$ cat config.mk
export PLATFORM = sky130hd
export DESIGN_NAME = ofd_top
export DESIGN_NICKNAME = d
export VERILOG_FILES = /design/src/hdl/ofd_unused_placeholder_none.v /design/src/hdl/ofd_top.v /design/src/hdl/ofd_table_pointer.v /design/src/hdl/ofd_shadow.v
export VERILOG_INCLUDE_DIRS = /design/src /design/src/include
export SDC_FILE = /design/constraint.sdc
export NUM_CORES = 1
export LEC_CHECK = 0
export BUFFER_PORTS_ARGS = -buffer_cell sky130_fd_sc_hd__buf_2
export CORE_MARGIN = 3
export CORE_UTILIZATION = 45
export CTS_BUF_LIST = sky130_fd_sc_hd__clkbuf_2
export DETAILED_ROUTE_END_ITERATION = 10
export HOLD_SLACK_MARGIN = 0.08
export PLACE_DENSITY = 0.72
export SETUP_SLACK_MARGIN = 0.1
export SKIP_LAST_GASP = 1
export SLEW_MARGIN = 20
export SYNTH_ARGS = -nofsm -noshare
export SYNTH_HDL_FRONTEND = slang
export SYNTH_SLANG_ARGS = --single-unit
$ cat constraint.sdc
create_clock -name clk_i -period 8.45 [get_ports clk_i]
set_input_delay 1.2675 -clock clk_i [delete_from_list [all_inputs] [get_ports clk_i]]
set_output_delay 1.2675 -clock clk_i [all_outputs]
set_load 0.03 [all_outputs]
$ cat src/include/ofd_defs.vh
// constants and field layout for the operand field decoder
`ifndef OFD_DEFS_VH
`define OFD_DEFS_VH

// register byte offsets
`define OFD_REG_BANK      8'h00
`define OFD_REG_WORK      8'h04
`define OFD_REG_TPTR      8'h08
`define OFD_REG_TLAT      8'h0c
`define OFD_REG_PROD      8'h10
`define OFD_REG_STAT      8'h14

// reset values
`define OFD_RST_BANK      4'h0
`define OFD_RST_WORK      8'h00
`define OFD_RST_TPTR      21'h000000
`define OFD_RST_TLAT      8'h00

// field positions
`define OFD_D_BIT         9
`define OFD_A_BIT         8
`define OFD_BIDX_HI       11
`define OFD_BIDX_LO       9

// table update modes
`define OFD_TM_NONE       2'h0
`define OFD_TM_POSTINC    2'h1
`define OFD_TM_POSTDEC    2'h2
`define OFD_TM_PREINC     2'h3

// access region split
`define OFD_ACCESS_SPLIT  8'h60

// bus responses
`define OFD_RESP_OKAY     2'h0
`define OFD_RESP_SLVERR   2'h2

`endif

$ cat src/hdl/ofd_unused_placeholder_none.v
// no modules here
`timescale 1ns/1ps
`default_nettype none
`default_nettype wire

$ cat src/hdl/ofd_top.v
// operand field decoder with state and axi4-lite registers
//
// The register addresses and the AXI4-Lite slave port are this design's own decisions.
`timescale 1ns/1ps
`default_nettype none
`include "ofd_defs.vh"
module ofd_top #(
    parameter BANK_W = 4,
    parameter PTR_W  = 21
) (
    // clock and reset
    input  wire              clk_i,
    input  wire              sys_rst_i,
    // axi4-lite slave
    input  wire [7:0]        s_axi_awaddr,
    input  wire              s_axi_awvalid,
    output wire              s_axi_awready,
    input  wire [31:0]       s_axi_wdata,
    input  wire [3:0]        s_axi_wstrb,
    input  wire              s_axi_wvalid,
    output wire              s_axi_wready,
    output wire [1:0]        s_axi_bresp,
    output wire              s_axi_bvalid,
    input  wire              s_axi_bready,
    input  wire [7:0]        s_axi_araddr,
    input  wire              s_axi_arvalid,
    output wire              s_axi_arready,
    output wire [31:0]       s_axi_rdata,
    output wire [1:0]        s_axi_rresp,
    output wire              s_axi_rvalid,
    input  wire              s_axi_rready,
    // instruction from fetch
    input  wire              instr_valid_i,
    input  wire [15:0]       instr_i,
    input  wire [15:0]       instr2_i,
    // datapath inputs
    input  wire [7:0]        alu_result_i,
    input  wire [7:0]        file_rdata_i,
    input  wire [7:0]        status_i,
    input  wire [11:0]       index_ptr_i,
    input  wire [7:0]        pm_rdata_i,
    // decoded fields
    output wire [11:0]       file_addr_o,
    output wire [7:0]        file8_o,
    output wire              dest_is_file_o,
    output wire              file_we_o,
    output wire              work_we_o,
    output wire [2:0]        bit_index_o,
    output wire [7:0]        bit_mask_o,
    output wire [1:0]        indirect_pointer_select_o,
    output wire [11:0]       src_addr_o,
    output wire [11:0]       dst_addr_o,
    output wire [7:0]        lit8_o,
    output wire [11:0]       lit12_o,
    output wire [19:0]       lit20_o,
    output wire              is_relative_o,
    output wire [20:0]       rel_offset_o,
    output wire [19:0]       direct_addr_o,
    output wire              fast_o,
    output wire              two_word_o,
    // table access
    output wire              pm_rd_o,
    output wire              pm_wr_o,
    output wire [PTR_W-1:0]  pm_addr_o,
    output wire [7:0]        pm_wdata_o,
    // fast return status restore
    output wire              status_restore_o,
    output wire [7:0]        status_shadow_o,
    // working state
    output wire [7:0]        working_register_o,
    output wire [BANK_W-1:0] bank_select_register_o,
    output wire [7:0]        product_high_byte_o,
    output wire [7:0]        product_low_byte_o
);
    // byte-lane merge for bus writes
    function [31:0] merge;
        input [31:0] old;
        input [31:0] data;
        input [3:0]  strb;
        integer i;
        begin
            merge = old;
            for (i = 0; i < 4; i = i + 1) begin
                if (strb[i]) begin
                    merge[i*8 +: 8] = data[i*8 +: 8];
                end
            end
        end
    endfunction

    // opcode classes, only defined bits are looked at
    wire [3:0] op_hi     = instr_i[15:12];
    wire [7:0] op_byte   = instr_i[15:8];
    wire       is_bit    = (op_hi == 4'h7) || (op_hi[3:2] == 2'b10);
    wire       is_mulwf  = (instr_i[15:9] == 7'h01);
    wire       has_d     = ((op_hi >= 4'h1) && (op_hi <= 4'h5)) || (instr_i[15:10] == 6'h01);
    wire       is_byte   = has_d || (op_hi == 4'h6) || is_mulwf;
    wire       is_movff  = (op_hi == 4'hc);
    wire       is_lit8   = (instr_i[15:11] == 5'h01);
    wire       is_mullw  = (op_byte == 8'h0d);
    wire       is_lfsr   = (op_byte == 8'hee) && (instr_i[7:6] == 2'b00);
    wire       is_goto   = (op_byte == 8'hef);
    wire       is_call   = (instr_i[15:9] == 7'h76);
    wire       is_bra    = (instr_i[15:11] == 5'h1a) || (instr_i[15:11] == 5'h1b);
    wire       is_bcc    = (instr_i[15:11] == 5'h1c);
    wire       is_ret    = (instr_i[15:1] == 15'h0009) || (instr_i[15:1] == 15'h0008);
    wire       is_tbl    = (instr_i[15:3] == 13'h0001);
    wire       is_movsf  = (op_byte == 8'heb) && !instr_i[7];
    wire       is_movss  = (op_byte == 8'heb) && instr_i[7];
    wire       is_fast_s = is_call ? instr_i[8] : instr_i[0];

    // state registers
    reg  [BANK_W-1:0] bank_ff;
    reg  [7:0]        work_ff;
    reg  [7:0]        prod_hi_ff;
    reg  [7:0]        prod_lo_ff;
    reg  [3:0]        last_fmt_ff;
    wire [PTR_W-1:0]  tptr;
    wire [7:0]        tlat;
    wire [7:0]        sh_work;
    wire [BANK_W-1:0] sh_bank;

    // ram address from a, f and the bank register
    wire       acc_bit  = instr_i[`OFD_A_BIT];
    wire [7:0] f8       = instr_i[7:0];
    wire [3:0] acc_page = (f8 < `OFD_ACCESS_SPLIT) ? 4'h0 : 4'hf;
    wire [3:0] bank_pg  = bank_ff[3:0];
    assign file_addr_o    = acc_bit ? {bank_pg, f8} : {acc_page, f8};
    assign file8_o        = f8;
    assign dest_is_file_o = has_d && instr_i[`OFD_D_BIT];
    assign file_we_o      = instr_valid_i && dest_is_file_o;
    assign work_we_o      = instr_valid_i && has_d && !instr_i[`OFD_D_BIT];
    assign indirect_pointer_select_o = instr_i[5:4];

    // bit index and its one-hot mask
    assign bit_index_o = is_bit ? instr_i[`OFD_BIDX_HI:`OFD_BIDX_LO] : 3'h0;
    assign bit_mask_o  = 8'h01 << bit_index_o;

    // two-word moves, direct and indexed
    wire [11:0] idx_src = index_ptr_i + {5'h00, instr_i[6:0]};
    wire [11:0] idx_dst = index_ptr_i + {5'h00, instr2_i[6:0]}; // bits 11..7 ignored
    assign src_addr_o = is_movff ? instr_i[11:0] :
                        (is_movsf || is_movss) ? idx_src : file_addr_o;
    assign dst_addr_o = (is_movff || is_movsf) ? instr2_i[11:0] :
                        is_movss ? idx_dst : file_addr_o;
    assign two_word_o = is_movff || is_movsf || is_movss || is_lfsr || is_goto || is_call;

    // literal widths by format
    assign lit8_o  = instr_i[7:0];
    assign lit12_o = {instr_i[3:0], instr2_i[7:0]};
    assign lit20_o = {instr2_i[11:0], instr_i[7:0]};

    // signed offsets, direct targets
    assign is_relative_o = is_bra || is_bcc;
    assign rel_offset_o  = is_bra ? {{10{instr_i[10]}}, instr_i[10:0]} :
                           is_bcc ? {{13{instr_i[7]}}, instr_i[7:0]} : 21'h000000;
    assign direct_addr_o = lit20_o;
    assign fast_o        = (is_call || is_ret) && is_fast_s;

    // table access and latch
    wire tbl_go = instr_valid_i && is_tbl;
    assign pm_rd_o    = tbl_go && !instr_i[2];
    assign pm_wr_o    = tbl_go && instr_i[2];
    assign pm_wdata_o = tlat;

    // fast call saves, fast return restores
    wire fast_save    = instr_valid_i && is_call && instr_i[8];
    wire fast_restore = instr_valid_i && is_ret && instr_i[0];
    assign status_restore_o = fast_restore;

    ofd_shadow #(
        .BANK_W (BANK_W)
    ) u_shadow (
        .clk_i     (clk_i),
        .sys_rst_i (sys_rst_i),
        .save_i    (fast_save),
        .work_i    (work_ff),
        .status_i  (status_i),
        .bank_i    (bank_ff),
        .work_o    (sh_work),
        .status_o  (status_shadow_o),
        .bank_o    (sh_bank)
    );

    // axi write and read channel holding registers
    reg        aw_held_ff;
    reg        w_held_ff;
    reg [7:0]  awaddr_ff;
    reg [31:0] wdata_ff;
    reg [3:0]  wstrb_ff;
    reg        bvalid_ff;
    reg [1:0]  bresp_ff;
    reg        rvalid_ff;
    reg [31:0] rdata_ff;
    reg [1:0]  rresp_ff;

    assign s_axi_awready = !aw_held_ff && !bvalid_ff;
    assign s_axi_wready  = !w_held_ff && !bvalid_ff;
    assign s_axi_bvalid  = bvalid_ff;
    assign s_axi_bresp   = bresp_ff;
    assign s_axi_arready = !rvalid_ff;
    assign s_axi_rvalid  = rvalid_ff;
    assign s_axi_rdata   = rdata_ff;
    assign s_axi_rresp   = rresp_ff;

    wire        wr_fire = aw_held_ff && w_held_ff && !bvalid_ff;
    wire [31:0] wr_old  = (awaddr_ff == `OFD_REG_BANK) ? {28'h0000000, bank_pg} :
                          (awaddr_ff == `OFD_REG_WORK) ? {24'h000000, work_ff} :
                          (awaddr_ff == `OFD_REG_TPTR) ? {11'h000, tptr} :
                          {24'h000000, tlat};
    wire [31:0] wr_val  = merge(wr_old, wdata_ff, wstrb_ff);
    wire        wr_map  = (awaddr_ff == `OFD_REG_BANK) || (awaddr_ff == `OFD_REG_WORK) ||
                          (awaddr_ff == `OFD_REG_TPTR) || (awaddr_ff == `OFD_REG_TLAT);
    wire              sw_we_tptr = wr_fire && (awaddr_ff == `OFD_REG_TPTR);
    wire              sw_we_tlat = wr_fire && (awaddr_ff == `OFD_REG_TLAT);
    wire [PTR_W-1:0]  sw_tptr    = wr_val[PTR_W-1:0];
    wire [7:0]        sw_tlat    = wr_val[7:0];

    ofd_table_pointer #(
        .PTR_W (PTR_W),
        .LAT_W (8)
    ) u_table_pointer (
        .clk_i         (clk_i),
        .sys_rst_i     (sys_rst_i),
        .sw_ptr_we_i   (sw_we_tptr),
        .sw_lat_we_i   (sw_we_tlat),
        .sw_ptr_i      (sw_tptr),
        .sw_lat_i      (sw_tlat),
        .op_i          (tbl_go),
        .op_wr_i       (instr_i[2]),
        .mode_i        (instr_i[1:0]),
        .pm_rdata_i    (pm_rdata_i),
        .access_addr_o (pm_addr_o),
        .ptr_o         (tptr),
        .lat_o         (tlat)
    );

    // write address, data and response
    always @(posedge clk_i or posedge sys_rst_i) begin
        if (sys_rst_i) begin
            aw_held_ff <= 1'b0;
            w_held_ff  <= 1'b0;
            awaddr_ff  <= 8'h00;
            wdata_ff   <= 32'h00000000;
            wstrb_ff   <= 4'h0;
            bvalid_ff  <= 1'b0;
            bresp_ff   <= `OFD_RESP_OKAY;
        end else begin
            if (s_axi_awvalid && s_axi_awready) begin
                aw_held_ff <= 1'b1;
                awaddr_ff  <= {s_axi_awaddr[7:2], 2'b00};
            end
            if (s_axi_wvalid && s_axi_wready) begin
                w_held_ff <= 1'b1;
                wdata_ff  <= s_axi_wdata;
                wstrb_ff  <= s_axi_wstrb;
            end
            if (wr_fire) begin
                aw_held_ff <= 1'b0;
                w_held_ff  <= 1'b0;
                bvalid_ff  <= 1'b1;
                bresp_ff   <= wr_map ? `OFD_RESP_OKAY : `OFD_RESP_SLVERR;
            end else if (bvalid_ff && s_axi_bready) begin
                bvalid_ff <= 1'b0;
            end
        end
    end

    // read data, unmapped gives slverr
    wire [7:0] ar = {s_axi_araddr[7:2], 2'b00};
    always @(posedge clk_i or posedge sys_rst_i) begin
        if (sys_rst_i) begin
            rvalid_ff <= 1'b0;
            rdata_ff  <= 32'h00000000;
            rresp_ff  <= `OFD_RESP_OKAY;
        end else if (s_axi_arvalid && s_axi_arready) begin
            rvalid_ff <= 1'b1;
            rresp_ff  <= `OFD_RESP_OKAY;
            case (ar)
                `OFD_REG_BANK: rdata_ff <= {28'h0000000, bank_pg};
                `OFD_REG_WORK: rdata_ff <= {24'h000000, work_ff};
                `OFD_REG_TPTR: rdata_ff <= {11'h000, tptr};
                `OFD_REG_TLAT: rdata_ff <= {24'h000000, tlat};
                `OFD_REG_PROD: rdata_ff <= {16'h0000, prod_hi_ff, prod_lo_ff};
                `OFD_REG_STAT: rdata_ff <= {28'h0000000, last_fmt_ff};
                default: begin
                    rdata_ff <= 32'h00000000;
                    rresp_ff <= `OFD_RESP_SLVERR;
                end
            endcase
        end else if (rvalid_ff && s_axi_rready) begin
            rvalid_ff <= 1'b0;
        end
    end

    // 8x8 product split into two bytes
    wire [15:0] product = work_ff * (is_mullw ? lit8_o : file_rdata_i);

    // state; hardware beats software
    always @(posedge clk_i or posedge sys_rst_i) begin
        if (sys_rst_i) begin
            work_ff     <= `OFD_RST_WORK;
            bank_ff     <= `OFD_RST_BANK;
            prod_hi_ff  <= 8'h00;
            prod_lo_ff  <= 8'h00;
            last_fmt_ff <= 4'h0;
        end else begin
            if (work_we_o) begin
                work_ff <= alu_result_i;
            end else if (fast_restore) begin
                work_ff <= sh_work;
            end else if (wr_fire && awaddr_ff == `OFD_REG_WORK) begin
                work_ff <= wr_val[7:0];
            end
            if (fast_restore) begin
                bank_ff <= sh_bank;
            end else if (wr_fire && awaddr_ff == `OFD_REG_BANK) begin
                bank_ff <= wr_val[BANK_W-1:0];
            end
            if (instr_valid_i && (is_mulwf || is_mullw)) begin
                prod_hi_ff <= product[15:8];
                prod_lo_ff <= product[7:0];
            end
            if (instr_valid_i) begin
                last_fmt_ff <= {is_movff || is_movsf || is_movss, is_bit, is_byte,
                                is_lit8 || is_lfsr};
            end
        end
    end

    // state seen by the datapath
    assign working_register_o     = work_ff;
    assign bank_select_register_o = bank_ff;
    assign product_high_byte_o    = prod_hi_ff;
    assign product_low_byte_o     = prod_lo_ff;
    // decode is combinational
endmodule
`default_nettype wire

$ cat src/hdl/ofd_table_pointer.v
// table pointer and table latch with the four update modes
`timescale 1ns/1ps
`default_nettype none
`include "ofd_defs.vh"
module ofd_table_pointer #(
    parameter PTR_W = 21,
    parameter LAT_W = 8
) (
    // clock and reset
    input  wire             clk_i,
    input  wire             sys_rst_i,
    // software access
    input  wire             sw_ptr_we_i,
    input  wire             sw_lat_we_i,
    input  wire [PTR_W-1:0] sw_ptr_i,
    input  wire [LAT_W-1:0] sw_lat_i,
    // table operation
    input  wire             op_i,
    input  wire             op_wr_i,
    input  wire [1:0]       mode_i,
    input  wire [LAT_W-1:0] pm_rdata_i,
    // state out
    output wire [PTR_W-1:0] access_addr_o,
    output wire [PTR_W-1:0] ptr_o,
    output wire [LAT_W-1:0] lat_o
);
    reg  [PTR_W-1:0] ptr_ff;
    reg  [LAT_W-1:0] lat_ff;
    reg  [PTR_W-1:0] nxt_ptr;
    wire [PTR_W-1:0] ptr_inc = ptr_ff + {{(PTR_W-1){1'b0}}, 1'b1};
    wire [PTR_W-1:0] ptr_dec = ptr_ff - {{(PTR_W-1){1'b0}}, 1'b1};

    // pre-increment uses bumped pointer
    assign access_addr_o = (mode_i == `OFD_TM_PREINC) ? ptr_inc : ptr_ff;
    assign ptr_o         = ptr_ff;
    assign lat_o         = lat_ff;

    // pointer update per mode
    always @* begin
        nxt_ptr = ptr_ff;
        if (op_i) begin
            case (mode_i)
                `OFD_TM_POSTINC: nxt_ptr = ptr_inc;
                `OFD_TM_POSTDEC: nxt_ptr = ptr_dec;
                `OFD_TM_PREINC:  nxt_ptr = ptr_inc;
                default:         nxt_ptr = ptr_ff;
            endcase
        end else if (sw_ptr_we_i) begin
            nxt_ptr = sw_ptr_i;
        end
    end

    // pointer and latch, hardware wins
    always @(posedge clk_i or posedge sys_rst_i) begin
        if (sys_rst_i) begin
            ptr_ff <= `OFD_RST_TPTR;
            lat_ff <= `OFD_RST_TLAT;
        end else begin
            ptr_ff <= nxt_ptr;
            if (op_i && !op_wr_i) begin
                lat_ff <= pm_rdata_i;
            end else if (sw_lat_we_i) begin
                lat_ff <= sw_lat_i;
            end
        end
    end
endmodule
`default_nettype wire

$ cat src/hdl/ofd_shadow.v
// fast call and return shadow registers
`timescale 1ns/1ps
`default_nettype none
module ofd_shadow #(
    parameter BANK_W = 4
) (
    // clock and reset
    input  wire              clk_i,
    input  wire              sys_rst_i,
    // save request and live values
    input  wire              save_i,
    input  wire [7:0]        work_i,
    input  wire [7:0]        status_i,
    input  wire [BANK_W-1:0] bank_i,
    // shadow contents
    output wire [7:0]        work_o,
    output wire [7:0]        status_o,
    output wire [BANK_W-1:0] bank_o
);
    reg [7:0]        work_ff;
    reg [7:0]        status_ff;
    reg [BANK_W-1:0] bank_ff;

    assign work_o   = work_ff;
    assign status_o = status_ff;
    assign bank_o   = bank_ff;

    // capture only on a fast-mode call
    always @(posedge clk_i or posedge sys_rst_i) begin
        if (sys_rst_i) begin
            work_ff   <= 8'h00;
            status_ff <= 8'h00;
            bank_ff   <= {BANK_W{1'b0}};
        end else if (save_i) begin
            work_ff   <= work_i;
            status_ff <= status_i;
            bank_ff   <= bank_i;
        end
    end
endmodule
`default_nettype wire

==> summary.log <==
[layout] number of nets in the layout 1817
[pwr] clock power share 9.7%
[worst_setup_path] R2R setup slack 3.48 ns
[worst_setup_path] CP cell instances buf_2 > inv_1 > and4_1 > nand2_1 > mux2i_1 > nor2b_1 > fa_1 > fa_1 > inv_1 > fa_1 > fa_1 > inv_1 > ha_1 > o21a_1 > o31a_1 > or4_1 > a31o_1 > a21o_1 > a211oi_1
[worst_setup_path] Critical-path top delay cell mux2i_1
[detailed_routing] DRT antenna net count 0
[min_path] Min-Delay Startpoint s_axi_rdata[12]
[synthesis] synthesized area divided by synthesized cell count 8.648 um^2
[worst_setup_path] kind of end point of the critical path flip-flop
[sta] ratio of final minimum period to clock period 75.10%
[detailed_routing] average routed wire per standard cell 20.06 um
[synthesis] count of different cell masters after synthesis 82
[die] total die area 28470 um^2
[synthesis] fraction of registers with async set or reset after synthesis 100.0%
[cts] Post-CTS Hold Fix Bufs 0
[worst_setup_path] worst endpoint data arrival time 7.00 ns
[worst_setup_path] most frequent cell on the critical path fa_1
[placement] DP Area 13120 um^2
[worst_setup_path] element type at the critical path start input pin
[detailed_routing] count of unresolved DRC violations after routing 0
[cts] count of clock tree sinks 138
[min_path] classification of the worst-slack hold path flip-flop to flip-flop
[sta] accumulated negative setup slack 0 ns
[sta] final count of pins violating max slew 0
[synthesis] number of warnings issued by yosys 0
[die] number of primary I/O pins 389
[cts] CTS tree built
[detailed_routing] vias per inst 5.651
[layout] fraction of layout instances using a drive strength above 1 30.67%
[pwr] sw frac 51.35%
[die] initial cell density of the core 46.52%
[sta] worst max-slew margin expressed relative to the limit 26.61%
[global_route] GRT Overall Usage 26.66%
[worst_setup_path] end of the worst register-to-register path product_high_byte_o[7]
[placement] last weighted congestion value of the routability-driven placer 0.9676
[worst_setup_path] class of the most critical setup path input pin to flip-flop
[sta] final setup fails 0
[synthesis] Mapped Cells 1378
[detailed_routing] vias after detailed routing 10.94k
[cts] H-tree depth reported by CTS 4
[cts] maximum buffer depth of the clock tree 2
[pwr] switching power total 2.289 mW
[sta] worst setup skew after layout 0.04257 ns
[pwr] leak pwr 6.668 nW
[sta] Final Hold Slack 0.4920 ns
[detailed_routing] number of DRC markers after the initial detailed-route iteration 727
[pwr] Pint 2.169 mW
[min_path] hold path cells 2
[synthesis] biggest area consumer among synthesized cells dfrtp_1
[layout] area of all placed cells without fillers 13380 um^2
[die] area of the core region 25620 um^2
[pwr] part of the total power dissipated in combinational logic 63.7%
[synthesis] Area contributors post-synth dfrtp_1 29%, fa_1 6.4%, buf_4 6.4%
[global_route] global-route wire length before repair 59580 um
[synthesis] proportion of netlist area held by the largest area contributor 28.98%
[sta] slack of the critical path 2.104 ns
[synthesis] proportion of synthesized chip area in sequential cells 28.98%
[worst_setup_path] Critical Path RT 9.11 ns
[cts] Clock Pin Slew Worst Setup and Hold Paths 0.22 ns
[placement] number of buffer cells added on primary ports 355
[sta] count of final hold-check violations 0
[run_status] run status finished, final reports clean
[global_route] number of antenna violations at the first check in global routing 2
[pwr] peak supply drop 0.0004025 V
[sta] final period demand of the worst path 6.346 ns
[cts] number of buffers created by CTS 17
[global_route] overflow left after global routing 0
[cts] latest clock arrival within the worst-skew pair 0.77 ns
[pwr] sequential power share 26.6%
[flow_run] Max-Cap Viols 0
[sta] transition time of the tightest slew-check pin 1.092 ns
[synthesis] most common library cells after synthesis 138 x dfrtp_1, 138 x nand2_1, 101 x buf_4
[worst_setup_path] Critical R2R Launch working_register_o[4]
[worst_setup_path] delay of the slowest cell on the worst path 0.70 ns
[layout] share of the core filled with cells 52.24%
[synthesis] area of the mapped netlist 11920 um^2
[worst_setup_path] Worst R2R Path Depth 15
[global_route] vias in the first global route 10.45k
[layout] Area growth, synth to finish 12.31%
[pwr] power density relative to cell area 333.1 nW/um^2
[placement] pre-CTS WS 1.398 ns
[sta] RSZ-0062 raised after global routing false
[cts] number of buffers inserted by post-CTS setup repair 0
[sta] Fmax 0.1576 GHz
[cts] Resized cells post-CTS 0
[global_route] maximum number of pins on one net before global-route repair 86
[die] Die Span Y 168.7 um
[detailed_routing] Detailed Route WL 38820 um
[die] row count 58
[synthesis] register bit total from synthesis 138
[die] horizontal die dimension 168.7 um
[detailed_routing] first-pass iteration count of the detailed router 8
[synthesis] number of flops mapped to enable cells by yosys 0
[min_path] WHS Endpoint s_axi_rdata[12]
[worst_setup_path] Crit Path Max Fanout 12
[cts] Root Driver clkbuf_2
[placement] Post-DP HPWL 30640 um
[synthesis] flip-flop cell with the highest count after synthesis dfrtp_1
-- state kept, by name, indices dropped and copies added, names as in the netlist --
| name | count |
|---|---|
| u_table_pointer.lat_o | 8 |
| s_axi_bvalid | 1 |
| u_shadow.work_o | 8 |
| wstrb_ff | 3 |
| u_shadow.bank_o | 4 |
| w_held_ff | 1 |
| wdata_ff | 21 |
| awaddr_ff | 6 |
| bank_select_register_o | 4 |
| product_high_byte_o | 8 |
| product_low_byte_o | 8 |
| aw_held_ff | 1 |
| s_axi_bresp | 1 |
| u_table_pointer.ptr_o | 21 |
| s_axi_rresp | 1 |
| s_axi_rdata | 21 |
| s_axi_rvalid | 1 |
| last_fmt_ff | 4 |
| working_register_o | 8 |
| u_shadow.status_o | 8 |
-- layer usage --
layer | wire (um) | up-vias | GRT usage [%]
met2 | 18830 | 507 | 45.32
met3 | 2770 | 84 | 4.414
li1 | - | 5101 | -
met1 | 15850 | 5241 | 34.20
met4 | 1354 | 2 | 9.996
met5 | 13 | - | 0
-- layout by cell type (no fill, tap or decap), types with 18 or more instances in the layout --
| cell type | netlist | routed |
|---|---|---|
| a21oi_1 | 100 | 100 |
| a22oi_1 | 19 | 19 |
| and2_1 | 35 | 35 |
| buf_2 | 6 | 355 |
| clkbuf_2 | 0 | 18 |
| dfrtp_1 | 138 | 138 |
| fa_1 | 38 | 38 |
| ha_1 | 52 | 52 |
| inv_1 | 81 | 80 |
| mux2_2 | 65 | 65 |
| mux2i_1 | 24 | 24 |
| nand2_1 | 138 | 138 |
| nand3_1 | 32 | 31 |
| nor2_1 | 80 | 80 |
| nor2b_1 | 42 | 42 |
| nor3_1 | 21 | 21 |
| o21ai_0 | 51 | 51 |
| o21ai_1 | 26 | 26 |
| xnor2_1 | 28 | 28 |
| xor2_1 | 19 | 19 |
-- how the worst max path moves through the flow --
| stage | startpoint | to | slack [ns] | cells after the start |
|---|---|---|---|---|
| after CTS | instr_i[9] | product_high_byte_o[7] | 2.19 | 20 |
| after global placement | instr_i[9] | product_high_byte_o[7] | 1.50 | 20 |
| after detailed placement | instr_i[9] | product_high_byte_o[7] | 1.40 | 19 |
| after floorplan | instr_i[12] | product_high_byte_o[7] | 2.06 | 19 |
| after global routing | instr_i[9] | product_high_byte_o[7] | 1.83 | 21 |
| final | instr_i[9] | product_high_byte_o[7] | 2.10 | 19 |
-- per-stage QoR --
stage	instances	total power, mW
after detailed placement	1902	4.013
after global placement	1902	3.965
after global routing	1935	4.881
after floorplan	1390	3.309
final	1935	4.458
after CTS	1934	4.461
-- worst max-delay path, delay by kind of cell --
kind | cells | cell delay [ns]
mux | 1 | 0.70
simple gates | 4 | 1.21
buf+inv | 4 | 0.42
compound gates | 5 | 1.03
fa+ha+maj | 5 | 2.37
-- kinds of logic (layout without fill, tap and decap cells) --
kind of cell,Yosys count,in the layout,share of synthesized area [%]
muxes,93,93,8.914
other,1,14,0.03147
adders and majority gates,90,90,11.84
and+or+nand+nor,445,445,19.29
DFF,138,138,28.98
AOI/OAI and AO/OA,303,303,15.72
buffers and inverters,261,475,11.77
xor gates and xnor gates,47,47,3.454
-- final cells by class --
| class | instances | area (um^2) |
|---|---|---|
| diodes | 1 | 2.502 |
| clock buffers | 18 | 90.09 |
| clock inverters | 14 | 162.7 |
| fillers | 2402 | 12230 |
| inverters | 82 | 325.3 |
| multi-input cells | 991 | 7114 |
| flip-flops and latches | 138 | 3453 |
| well taps | 330 | 412.9 |
| repair buffers | 361 | 1822 |
-- power by group through the flow --
stage	clock network, mW	registers, mW	logic (mW)
after floorplan	0	1.10	2.21
after global placement	0	1.18	2.78
after detailed placement	0	1.19	2.82
after CTS	0.439	1.18	2.85
after global routing	0.469	1.21	3.20
final	0.431	1.19	2.84
Power figures use the tool's default switching activity.
